**config.mk**
```make
export PLATFORM = sky130hd
export DESIGN_NAME = arsc_top
export DESIGN_NICKNAME = d
export VERILOG_FILES = /design/src/arsc_pkg.sv /design/src/arsc_offset_store.sv /design/src/arsc_top.sv
export SDC_FILE = /design/constraint.sdc
export NUM_CORES = 1
export LEC_CHECK = 0
export BUFFER_PORTS_ARGS = -buffer_cell sky130_fd_sc_hd__buf_2
export CAP_MARGIN = 15
export CORE_ASPECT_RATIO = 0.7
export CORE_MARGIN = 10
export CORE_UTILIZATION = 49
export DETAILED_ROUTE_END_ITERATION = 12
export PLACE_DENSITY_LB_ADDON = 0.3
export SLEW_MARGIN = 10
export SYNTH_ARGS = -nofsm -noshare
export SYNTH_HDL_FRONTEND = slang
export SYNTH_HIERARCHICAL = 1
export SYNTH_SLANG_ARGS = --single-unit
```
**constraint.sdc**
```tcl
create_clock -name clk -period 1 [get_ports clk]
set_input_delay 0.2 -clock clk [delete_from_list [all_inputs] [get_ports clk]]
set_output_delay 0.2 -clock clk [all_outputs]
set_load 0.005 [all_outputs]
```
**src/arsc_pkg.sv**
```systemverilog
/*
 * Package for the ADC reference select control block.
 * Holds the register addresses, field positions, reset values and selector encodings.
 * Assumes an 8-bit special-function-register access port with an 8-bit address.
 */
package arsc_pkg;

	localparam logic [7:0] ARSC_ADDR_TEMP_OFFSET_LOW  = 8'h85;
	localparam logic [7:0] ARSC_ADDR_TEMP_OFFSET_HIGH = 8'h86;
	localparam logic [7:0] ARSC_ADDR_REFERENCE_CTRL   = 8'hD1;

	localparam int ARSC_POS_PREC_REF_OE   = 0;
	localparam int ARSC_POS_TEMP_SENSOR_EN = 2;
	localparam int ARSC_POS_REF_SEL_LO    = 3;
	localparam int ARSC_POS_REF_SEL_HI    = 4;
	localparam int ARSC_POS_GND_SEL       = 5;
	localparam int ARSC_POS_OFFSET_LOW_LO = 6;

	localparam logic [7:0] ARSC_REFCTL_WRITE_MASK = 8'h3D;
	localparam logic [7:0] ARSC_REFCTL_RESET      = 8'h18;
	localparam logic [7:0] ARSC_READ_RESET        = 8'h00;

	// Default factory offset; the real value is loaded from trim storage.
	localparam logic [9:0] ARSC_OFFSET_DEFAULT = 10'h200;

	typedef enum logic [1:0] {
		ARSC_REF_EXT_PIN   = 2'b00,
		ARSC_REF_MAIN_SUPP = 2'b01,
		ARSC_REF_DIG_SUPP  = 2'b10,
		ARSC_REF_HS_INT    = 2'b11
	} arsc_ref_sel_t;

	typedef enum logic {
		ARSC_GND_CHIP   = 1'b0,
		ARSC_GND_ANALOG = 1'b1
	} arsc_gnd_sel_t;

endpackage

```
**src/arsc_offset_store.sv**
```systemverilog
/*
 * Holds the 10-bit factory temperature offset and presents it as two register bytes.
 * Assumes the trim value and its load strobe come from logic on the same clock.
 */
`timescale 1ns/1ps
module arsc_offset_store
	import arsc_pkg::*;
(
	input  wire logic       clk,
	input  wire logic       reset_n,
	input  wire logic       clk_en,
	input  wire logic       trim_load,
	input  wire logic [9:0] trim_value,
	output logic      [7:0] offset_high_byte,
	output logic      [7:0] offset_low_byte
);

	// high byte bits.
	// The bytes load straight from the trim value, so a read on the next edge sees it.
	always_ff @(posedge clk or negedge reset_n) begin
		if (!reset_n) begin
			offset_high_byte <= ARSC_OFFSET_DEFAULT[9:2];
			offset_low_byte  <= {ARSC_OFFSET_DEFAULT[1:0], 6'h00};
		end else if (clk_en && trim_load) begin
			offset_high_byte <= trim_value[9:2];
			offset_low_byte  <= {trim_value[1:0], 6'h00};
		end
	end

endmodule

```
**src/arsc_top.sv**
```systemverilog
/*
 * ADC reference select control: the reference control register, the offset registers,
 * and the selector outputs to the analog reference and ground multiplexers.
 * Assumes a single-cycle register port on clk, and ADC status inputs from logic on clk.
 */
// Operation
// - Bits 4:3 choose ADC voltage reference.
// - Select 11 powers high-speed reference on demand.
// - Bit 0 enables precision reference onto pin.
// - Bit 5 picks chip or analog ground.
// - Temperature sensor sampling forces chip ground.
// - High-speed reference conversion forces chip ground.
// - Bit 2 powers sensor, else high impedance.
// - Control bits 7:6 and 1 read zero.
// - Offset low byte holds two LSBs high.
// - Offset high byte holds bits 9:2.
`timescale 1ns/1ps
module arsc_top
	import arsc_pkg::*;
(
	input  wire logic       clk,
	input  wire logic       reset_n,
	input  wire logic       clk_en,
	input  wire logic [7:0] reg_addr,
	input  wire logic       reg_write,
	input  wire logic       reg_read,
	input  wire logic [7:0] reg_wdata,
	output logic      [7:0] reg_rdata,
	input  wire logic       trim_load,
	input  wire logic [9:0] trim_value,
	input  wire logic       adc_tracking,
	input  wire logic       adc_converting,
	input  wire logic       adc_needs_ref,
	input  wire logic       temp_channel_selected,
	output logic      [1:0] reference_select,
	output logic            analog_ground_select,
	output logic            precision_ref_output_enable,
	output logic            temp_sensor_enable,
	output logic            temp_sensor_hiz,
	output logic            hs_ref_power
);

	logic [7:0] reference_control;
	logic [7:0] offset_high_byte;
	logic [7:0] offset_low_byte;

	wire        hit_low;
	wire        hit_high;
	wire        hit_refctl;
	wire        take_write;
	wire        take_read;
	wire        wr_refctl;
	wire [7:0]  next_reference_control;
	wire [7:0]  read_mux;
	wire [1:0]  ref_field;
	wire        hs_selected;
	wire        gnd_bit;
	wire        prec_oe_bit;
	wire        sensor_bit;
	wire        sample_temp;
	wire        hs_convert;
	wire        next_ground;
	wire        next_hs_power;

	// Matches a register port address against one register's offset.
	function automatic logic addr_hit(
		input logic [7:0] addr,
		input logic [7:0] target
	);
		addr_hit = (addr == target);
	endfunction

	// Keeps only the writable control bits, so an unused bit never holds a one.
	function automatic logic [7:0] control_bits(
		input logic [7:0] value
	);
		control_bits = value & ARSC_REFCTL_WRITE_MASK;
	endfunction

	// Returns the reference-select field of a control byte.
	function automatic logic [1:0] ref_field_of(
		input logic [7:0] value
	);
		ref_field_of = value[ARSC_POS_REF_SEL_HI:ARSC_POS_REF_SEL_LO];
	endfunction

	// Picks the ADC ground reference; either internal override beats the bit.
	function automatic logic ground_choice(
		input logic sampling_sensor,
		input logic hs_conversion,
		input logic ground_bit
	);
		if (sampling_sensor || hs_conversion) begin
			ground_choice = ARSC_GND_CHIP;
		end else begin
			ground_choice = ground_bit;
		end
	endfunction

	function automatic logic [7:0] read_select(
		input logic       sel_refctl,
		input logic       sel_high,
		input logic       sel_low,
		input logic [7:0] control,
		input logic [7:0] high_byte,
		input logic [7:0] low_byte
	);
		if (sel_refctl) begin
			read_select = control_bits(control);
		end else if (sel_high) begin
			read_select = high_byte;
		end else if (sel_low) begin
			read_select = low_byte;
		end else begin
			read_select = ARSC_READ_RESET;
		end
	endfunction

	assign hit_low    = addr_hit(reg_addr, ARSC_ADDR_TEMP_OFFSET_LOW);
	assign hit_high   = addr_hit(reg_addr, ARSC_ADDR_TEMP_OFFSET_HIGH);
	assign hit_refctl = addr_hit(reg_addr, ARSC_ADDR_REFERENCE_CTRL);
	assign take_write = clk_en && reg_write;
	assign take_read  = clk_en && reg_read;

	// The offset bytes are read-only, so only the control register decodes a write.
	assign wr_refctl  = take_write && hit_refctl;

	assign next_reference_control = control_bits(reg_wdata);

	assign read_mux = read_select(
		hit_refctl,
		hit_high,
		hit_low,
		reference_control,
		offset_high_byte,
		offset_low_byte
	);

	assign ref_field   = ref_field_of(reference_control);
	assign hs_selected = (ref_field == ARSC_REF_HS_INT);
	assign gnd_bit     = reference_control[ARSC_POS_GND_SEL];
	assign prec_oe_bit = reference_control[ARSC_POS_PREC_REF_OE];
	assign sensor_bit  = reference_control[ARSC_POS_TEMP_SENSOR_EN];

	assign sample_temp = adc_tracking && temp_channel_selected;

	assign hs_convert  = hs_selected && adc_converting;

	// ground select bit.
	// The ground output is registered, so it follows the ADC phase one clock late.
	// The ADC must open its tracking and conversion phases with that clock in hand.
	assign next_ground = ground_choice(sample_temp, hs_convert, gnd_bit);

	// on-demand high-speed power.
	// Power follows the ADC request while select 11 is set, so software has no other enable for it.
	assign next_hs_power = hs_selected && adc_needs_ref;

	arsc_offset_store u_offset (
		.clk              (clk),
		.reset_n          (reset_n),
		.clk_en           (clk_en),
		.trim_load        (trim_load),
		.trim_value       (trim_value),
		.offset_high_byte (offset_high_byte),
		.offset_low_byte  (offset_low_byte)
	);

	always_ff @(posedge clk or negedge reset_n) begin
		if (!reset_n) begin
			reference_control <= ARSC_REFCTL_RESET;
		end else if (wr_refctl) begin
			reference_control <= next_reference_control;
		end
	end

	// Read data stands until the next read, so a slow reader never loses it.
	always_ff @(posedge clk or negedge reset_n) begin
		if (!reset_n) begin
			reg_rdata <= ARSC_READ_RESET;
		end else if (take_read) begin
			reg_rdata <= read_mux;
		end
	end

	always_ff @(posedge clk or negedge reset_n) begin
		if (!reset_n) begin
			reference_select <= ARSC_REFCTL_RESET[ARSC_POS_REF_SEL_HI:ARSC_POS_REF_SEL_LO];
		end else if (clk_en) begin
			reference_select <= ref_field;
		end
	end

	always_ff @(posedge clk or negedge reset_n) begin
		if (!reset_n) begin
			analog_ground_select <= ARSC_REFCTL_RESET[ARSC_POS_GND_SEL];
		end else if (clk_en) begin
			analog_ground_select <= next_ground;
		end
	end

	always_ff @(posedge clk or negedge reset_n) begin
		if (!reset_n) begin
			precision_ref_output_enable <= ARSC_REFCTL_RESET[ARSC_POS_PREC_REF_OE];
		end else if (clk_en) begin
			precision_ref_output_enable <= prec_oe_bit;
		end
	end

	always_ff @(posedge clk or negedge reset_n) begin
		if (!reset_n) begin
			temp_sensor_enable <= ARSC_REFCTL_RESET[ARSC_POS_TEMP_SENSOR_EN];
		end else if (clk_en) begin
			temp_sensor_enable <= sensor_bit;
		end
	end

	always_ff @(posedge clk or negedge reset_n) begin
		if (!reset_n) begin
			temp_sensor_hiz <= !ARSC_REFCTL_RESET[ARSC_POS_TEMP_SENSOR_EN];
		end else if (clk_en) begin
			temp_sensor_hiz <= !sensor_bit;
		end
	end

	always_ff @(posedge clk or negedge reset_n) begin
		if (!reset_n) begin
			hs_ref_power <= 1'b0;
		end else if (clk_en) begin
			hs_ref_power <= next_hs_power;
		end
	end

endmodule

```
* Yosys cells after proc, flatten, opt, wreduce, memory -nomap -nowiden
Index checks and enable logic that the tools add are counted.
** Storage, ports and cells
- Input port bits :: 36
- Word-level logic and storage cells :: 27
- Register bits after elaboration :: 30
- Output and inout port bits :: 15
** Cells by class
- Reductions and logical operators :: 9
- Eq/ne operators :: 4
- Muxes and demuxes :: 4
** Operators by type and width (count)
- 8-bit equality test (second input constant) :: 3
- 8-bit 2-to-1 mux :: 3
- 1-bit logical AND :: 7
- 2-bit equality test (second input constant) :: 1
- 1-bit logical NOT :: 1
- 1-bit logical OR :: 1
- 1-bit 2-to-1 mux :: 1

* Depth between registers and ports, before layout
- Depth after elaboration :: 4
- Depth in mapped cells :: 4
- Mapped depth without buffers :: 3

* By module
The synthesis kept the hierarchy.
** Modules (own cells, without submodules)
- arsc_top :: times used 1, area each 1044.8 um^2, seq. area each 506.7 um^2, cells each 93
- arsc_offset_store :: times used 1, area each 424.2 um^2, seq. area each 251.5 um^2, cells each 28

* Worst setup path before layout
Ideal clock, no wire load.
- Path kind :: input to register
- From :: input reg_addr[1]
- To :: register reference_control[0]
- Data arrival time :: 0.910 ns
- Setup slack :: -0.034 ns
- Stages on the path :: 3
- Data required time :: 0.875 ns
- Path buffers :: 0
- Setup time :: 0.125 ns
- Path through :: and4bb_2 nand4_4 mux2_2
** Between the ends
- Longest elaborated chain between the ends :: 2
** Ends and longest elaborated chain
- start: declaration :: line arsc_top.sv:24 : input wire logic [7:0] reg_addr,
- 8-bit equality test :: line arsc_top.sv:70 : addr_hit = (addr == target);
- 1-bit logical AND :: line arsc_top.sv:126 : assign wr_refctl = take_write && hit_refctl;
- end signal: assignment :: line arsc_top.sv:172 : reference_control <= next_reference_control;
- end: declaration :: line arsc_top.sv:43 : logic [7:0] reference_control;
No other way between the ends.
A chain may end at the register's enable or synchronous reset.

* Worst setup path after layout
- From :: register temp_sensor_hiz
- To :: output temp_sensor_hiz
** RTL lines
- start: declaration :: line arsc_top.sv:39 : output logic temp_sensor_hiz,
- start signal: assignment :: line arsc_top.sv:219 : temp_sensor_hiz <= !ARSC_REFCTL_RESET[ARSC_POS_TEMP_SENSOR_EN];
- start signal: assignment :: line arsc_top.sv:221 : temp_sensor_hiz <= !sensor_bit;
No word-level cell between the ends.

==> results.yml <==
outcome:
  outcome: "complete, but fails checks"
  violations: "setup timing"
routing:
  antenna_left: 0
  dr.pass1.iters: 4
  routed_via_density: 5.230
  routed_wire_length_per_instance_um: 16.81
  route.vias.total: 1182
  number_of_drc_markers_in_iteration_0: 26
  drc: 0
  finalWirelength_um: 3800
pwr:
  power_per_cell_area_nw_per_um2: 1443
  power.ir.vdd_worst_uv: 722.5
  power_leakage_nw: 1.035
  report.power.total_w: 0.002856
sta:
  layout_worst_path_cycle_share_pct: 112.8
  postLayoutSetupSlackWorst_ps: -128.3
  max_freq_mhz: 886.3
  finalClockSkew_ps: 8.378
  minimum_clock_period_ps: 1128
  rsz_0062_raised_after_global_routing: "true"
  total_count_of_hold_check_failures_in_the_final_report: 0
  setup-tns-final_ps: -398.7
  final-max-slew-violation-count: 0
  setup_violations: 6
die:
  design.core.area_um2: 2843
  chipHeight_um: 65.81
  die_area_um2: 5623
  initial_util_pct: 51.67
  io_pins: 51
  rows: 16
  die_w_um: 85.44
worst_setup_path:
  worst-setup-path-type: "flip-flop to output pin"
  critical_path_arrival_ps: 930
  critical_path.startpoint_type: "flip-flop"
  setup.worst_path.end_class: "output pin"
  crit_path_buffers_inverters: 1
  crit_chain: "buf_2"
  timing.critical_path.max_delay_family: "flip-flops"
  critical_path.max_fanout: 2
  worst-endpoint-required_ps: 800
  cp_slowest_stage_delay_ps: 530
  cp_slowest_cell: "dfstp_2"
cells_and_area:
  area.sequential_um2: 758.2
  num_antenna_cells: 0
  postLayoutCellArea_um2: 1979
  area_growth_syn_to_layout_pct: 34.75
  multi_input_area_um2: 660.6
  finish.utilization_pct: 69.63
  layout_cell_share_with_drive_strength_beyond_1_pct: 53.68
  fillCellCount: 223
  layout.cells.non_filler: 226
  layout.nets: 225
cts:
  cts-buffers-inserted: 5
  clock_sinks: 30
  clk_transition_reported_paths_ps: 60
  root_cell_of_the_clock_tree: "clkbuf_8"
  cts_tree: "built"
  clk-insertion-delay-late_ps: 290
  clock_tree.htree_level_count: 2
  cts_buffer_depth: 2
global_routing:
  maximum_number_of_pins_on_one_net_before_global_route_repair: 31
  grt-ovfl-total: 0
  grt_pass1_wl_um: 6009
  first_global_vias: 1247
  grt_antenna_before_repair: 0
  grt_usage_pct: 13.73
synthesis:
  sequential_cell_area_fraction_in_the_yosys_report_pct: 51.62
  mappedNetlistArea_um2: 1469
  syn_avg_cell_area_um2: 12.14
  netlist_instances: 121
  synth.yosys.warnings: 6
  synth.ff_latch_count: 30
  synth_cell_types: 24
min_path:
  hold_class: "input port to flip-flop"
placed_design:
  place.port_buffers: 47
  place.gp.congestion: 0.7970
  postPlaceCellArea_um2: 1790
  dpl.cell_count: 209
  dpl.hpwl_um: 2809
run:
  drv.max_cap_violation_count: 0
## stage by stage
stage | setup WS, ps | hold slack (ps)
4_1_cts | -128.4 | 136.7
6_report | -128.3 | 136.0
3_5_place_dp | -185.1 | 164.0
2_1_floorplan | -28.94 | -95.59
3_3_place_gp | -166.8 | 158.7
5_1_grt | -153.7 | 130.7
## power by group
| group | switching, W | leakage, nW | internal, W |
|---|---|---|---|
| combinational | 0.000143 | 0.605 | 0.000183 |
| sequential | 0.0000396 | 0.377 | 0.00130 |
| clock | 0.000449 | 0.0524 | 0.000744 |
## area by class of cell
cell class / count / area share (%)
tap: 36 / 2.276
sequential: 30 / 38.31
inverter: 3 / 0.5689
timing repair buffer: 65 / 20.10
clock inverter: 1 / 1.517
clock buffer: 7 / 3.856
multi-input combinational: 84 / 33.38
## metal layers
layer,routed length [um],up-vias,GRT usage (%)
met5,0,-,0
met4,72,0,5.738
met3,307,8,7.143
met2,1913,31,23.51
li1,-,575,-
met1,1507,568,13.93
## kinds of logic after synthesis
group,Yosys count,synth area share (%)
other,1,0.2553
buffers and inverters,12,4.684
AO/OA/AOI/OAI,13,5.792
flip-flops,30,51.62
AND/OR/NAND/NOR,45,22.40
multiplexers,20,15.25
## cells in the final DEF, fill, tap and decap left out, drive strengths merged
cell type,n
o211ai,5
nand3,6
conb,6
mux2i,1
nor4b,1
dfstp,6
nor2b,2
a22oi,3
o21ai,5
bufinv,1
nand4,8
mux2,19
and2,1
nand2,12
and4b,1
dfrtp,24
and4bb,4
clkbuf,7
buf,64
inv,3
and3b,10
dlygate4sd3,1
## final timing paths
check                                             start                           end  slack, ps  cells after the start
min                                       trim_value[7]  u_offset/offset_high_byte[5]        140                      2
max reg2reg                u_offset/offset_high_byte[2]                  reg_rdata[2]        -10                      3
max in group asynchronous                       reset_n  u_offset/offset_high_byte[7]        370                      3
min in group asynchronous                       reset_n                  hs_ref_power        380                      3
max                                     temp_sensor_hiz               temp_sensor_hiz       -130                      1
min reg2reg                             temp_sensor_hiz               temp_sensor_hiz        470                      2
## synth_stat cells
cell type / instances / area (um^2)
dfrtp_1: 24 / 600.6
mux2_2: 19 / 214.0
nand2_1: 11 / 41.29
and3b_1: 10 / 87.58
nand4_1: 7 / 43.79
buf_4: 6 / 45.04
dfstp_2: 6 / 157.7
nand3_1: 6 / 30.03
o211ai_1: 5 / 37.54
and4bb_2: 4 / 50.05
a22oi_1: 3 / 22.52
inv_1: 3 / 11.26
o21ai_1: 3 / 15.01
clkbuf_1: 2 / 7.510
nor2b_1: 2 / 12.51
o21ai_0: 2 / 10.01
and2_1: 1 / 6.260
and4b_1: 1 / 10.01
buf_2: 1 / 5.000
conb_1: 1 / 3.750
mux2i_1: 1 / 10.01
nand2_4: 1 / 11.26
nand4_4: 1 / 21.27
nor4b_2: 1 / 15.01
## timing repair
action / 4_1_cts / 5_1_grt
pin swaps: 9 / 4
endpoints found under the hold margin: 24 / 0
setup endpoints to repair: 11 / 20
setup buffers: 3 / 5
resized for setup: 1 / 1
hold buffers: 1 / 0
## sequential cells by signal, indices dropped and copies added (netlist names)
register,cells
analog_ground_select,1
hs_ref_power,1
precision_ref_output_enable,1
reference_control,5
reference_select,2
reg_rdata,8
temp_sensor_enable,1
temp_sensor_hiz,1
u_offset/offset_high_byte,8
u_offset/offset_low_byte,2
## worst register-to-register path: stages (launching register included)
cell	delay [ps]
dfrtp_1	370
and3b_1	170
o211ai_1	230
nand3_1	100
Note: power is estimated with default switching activity, not from simulation.
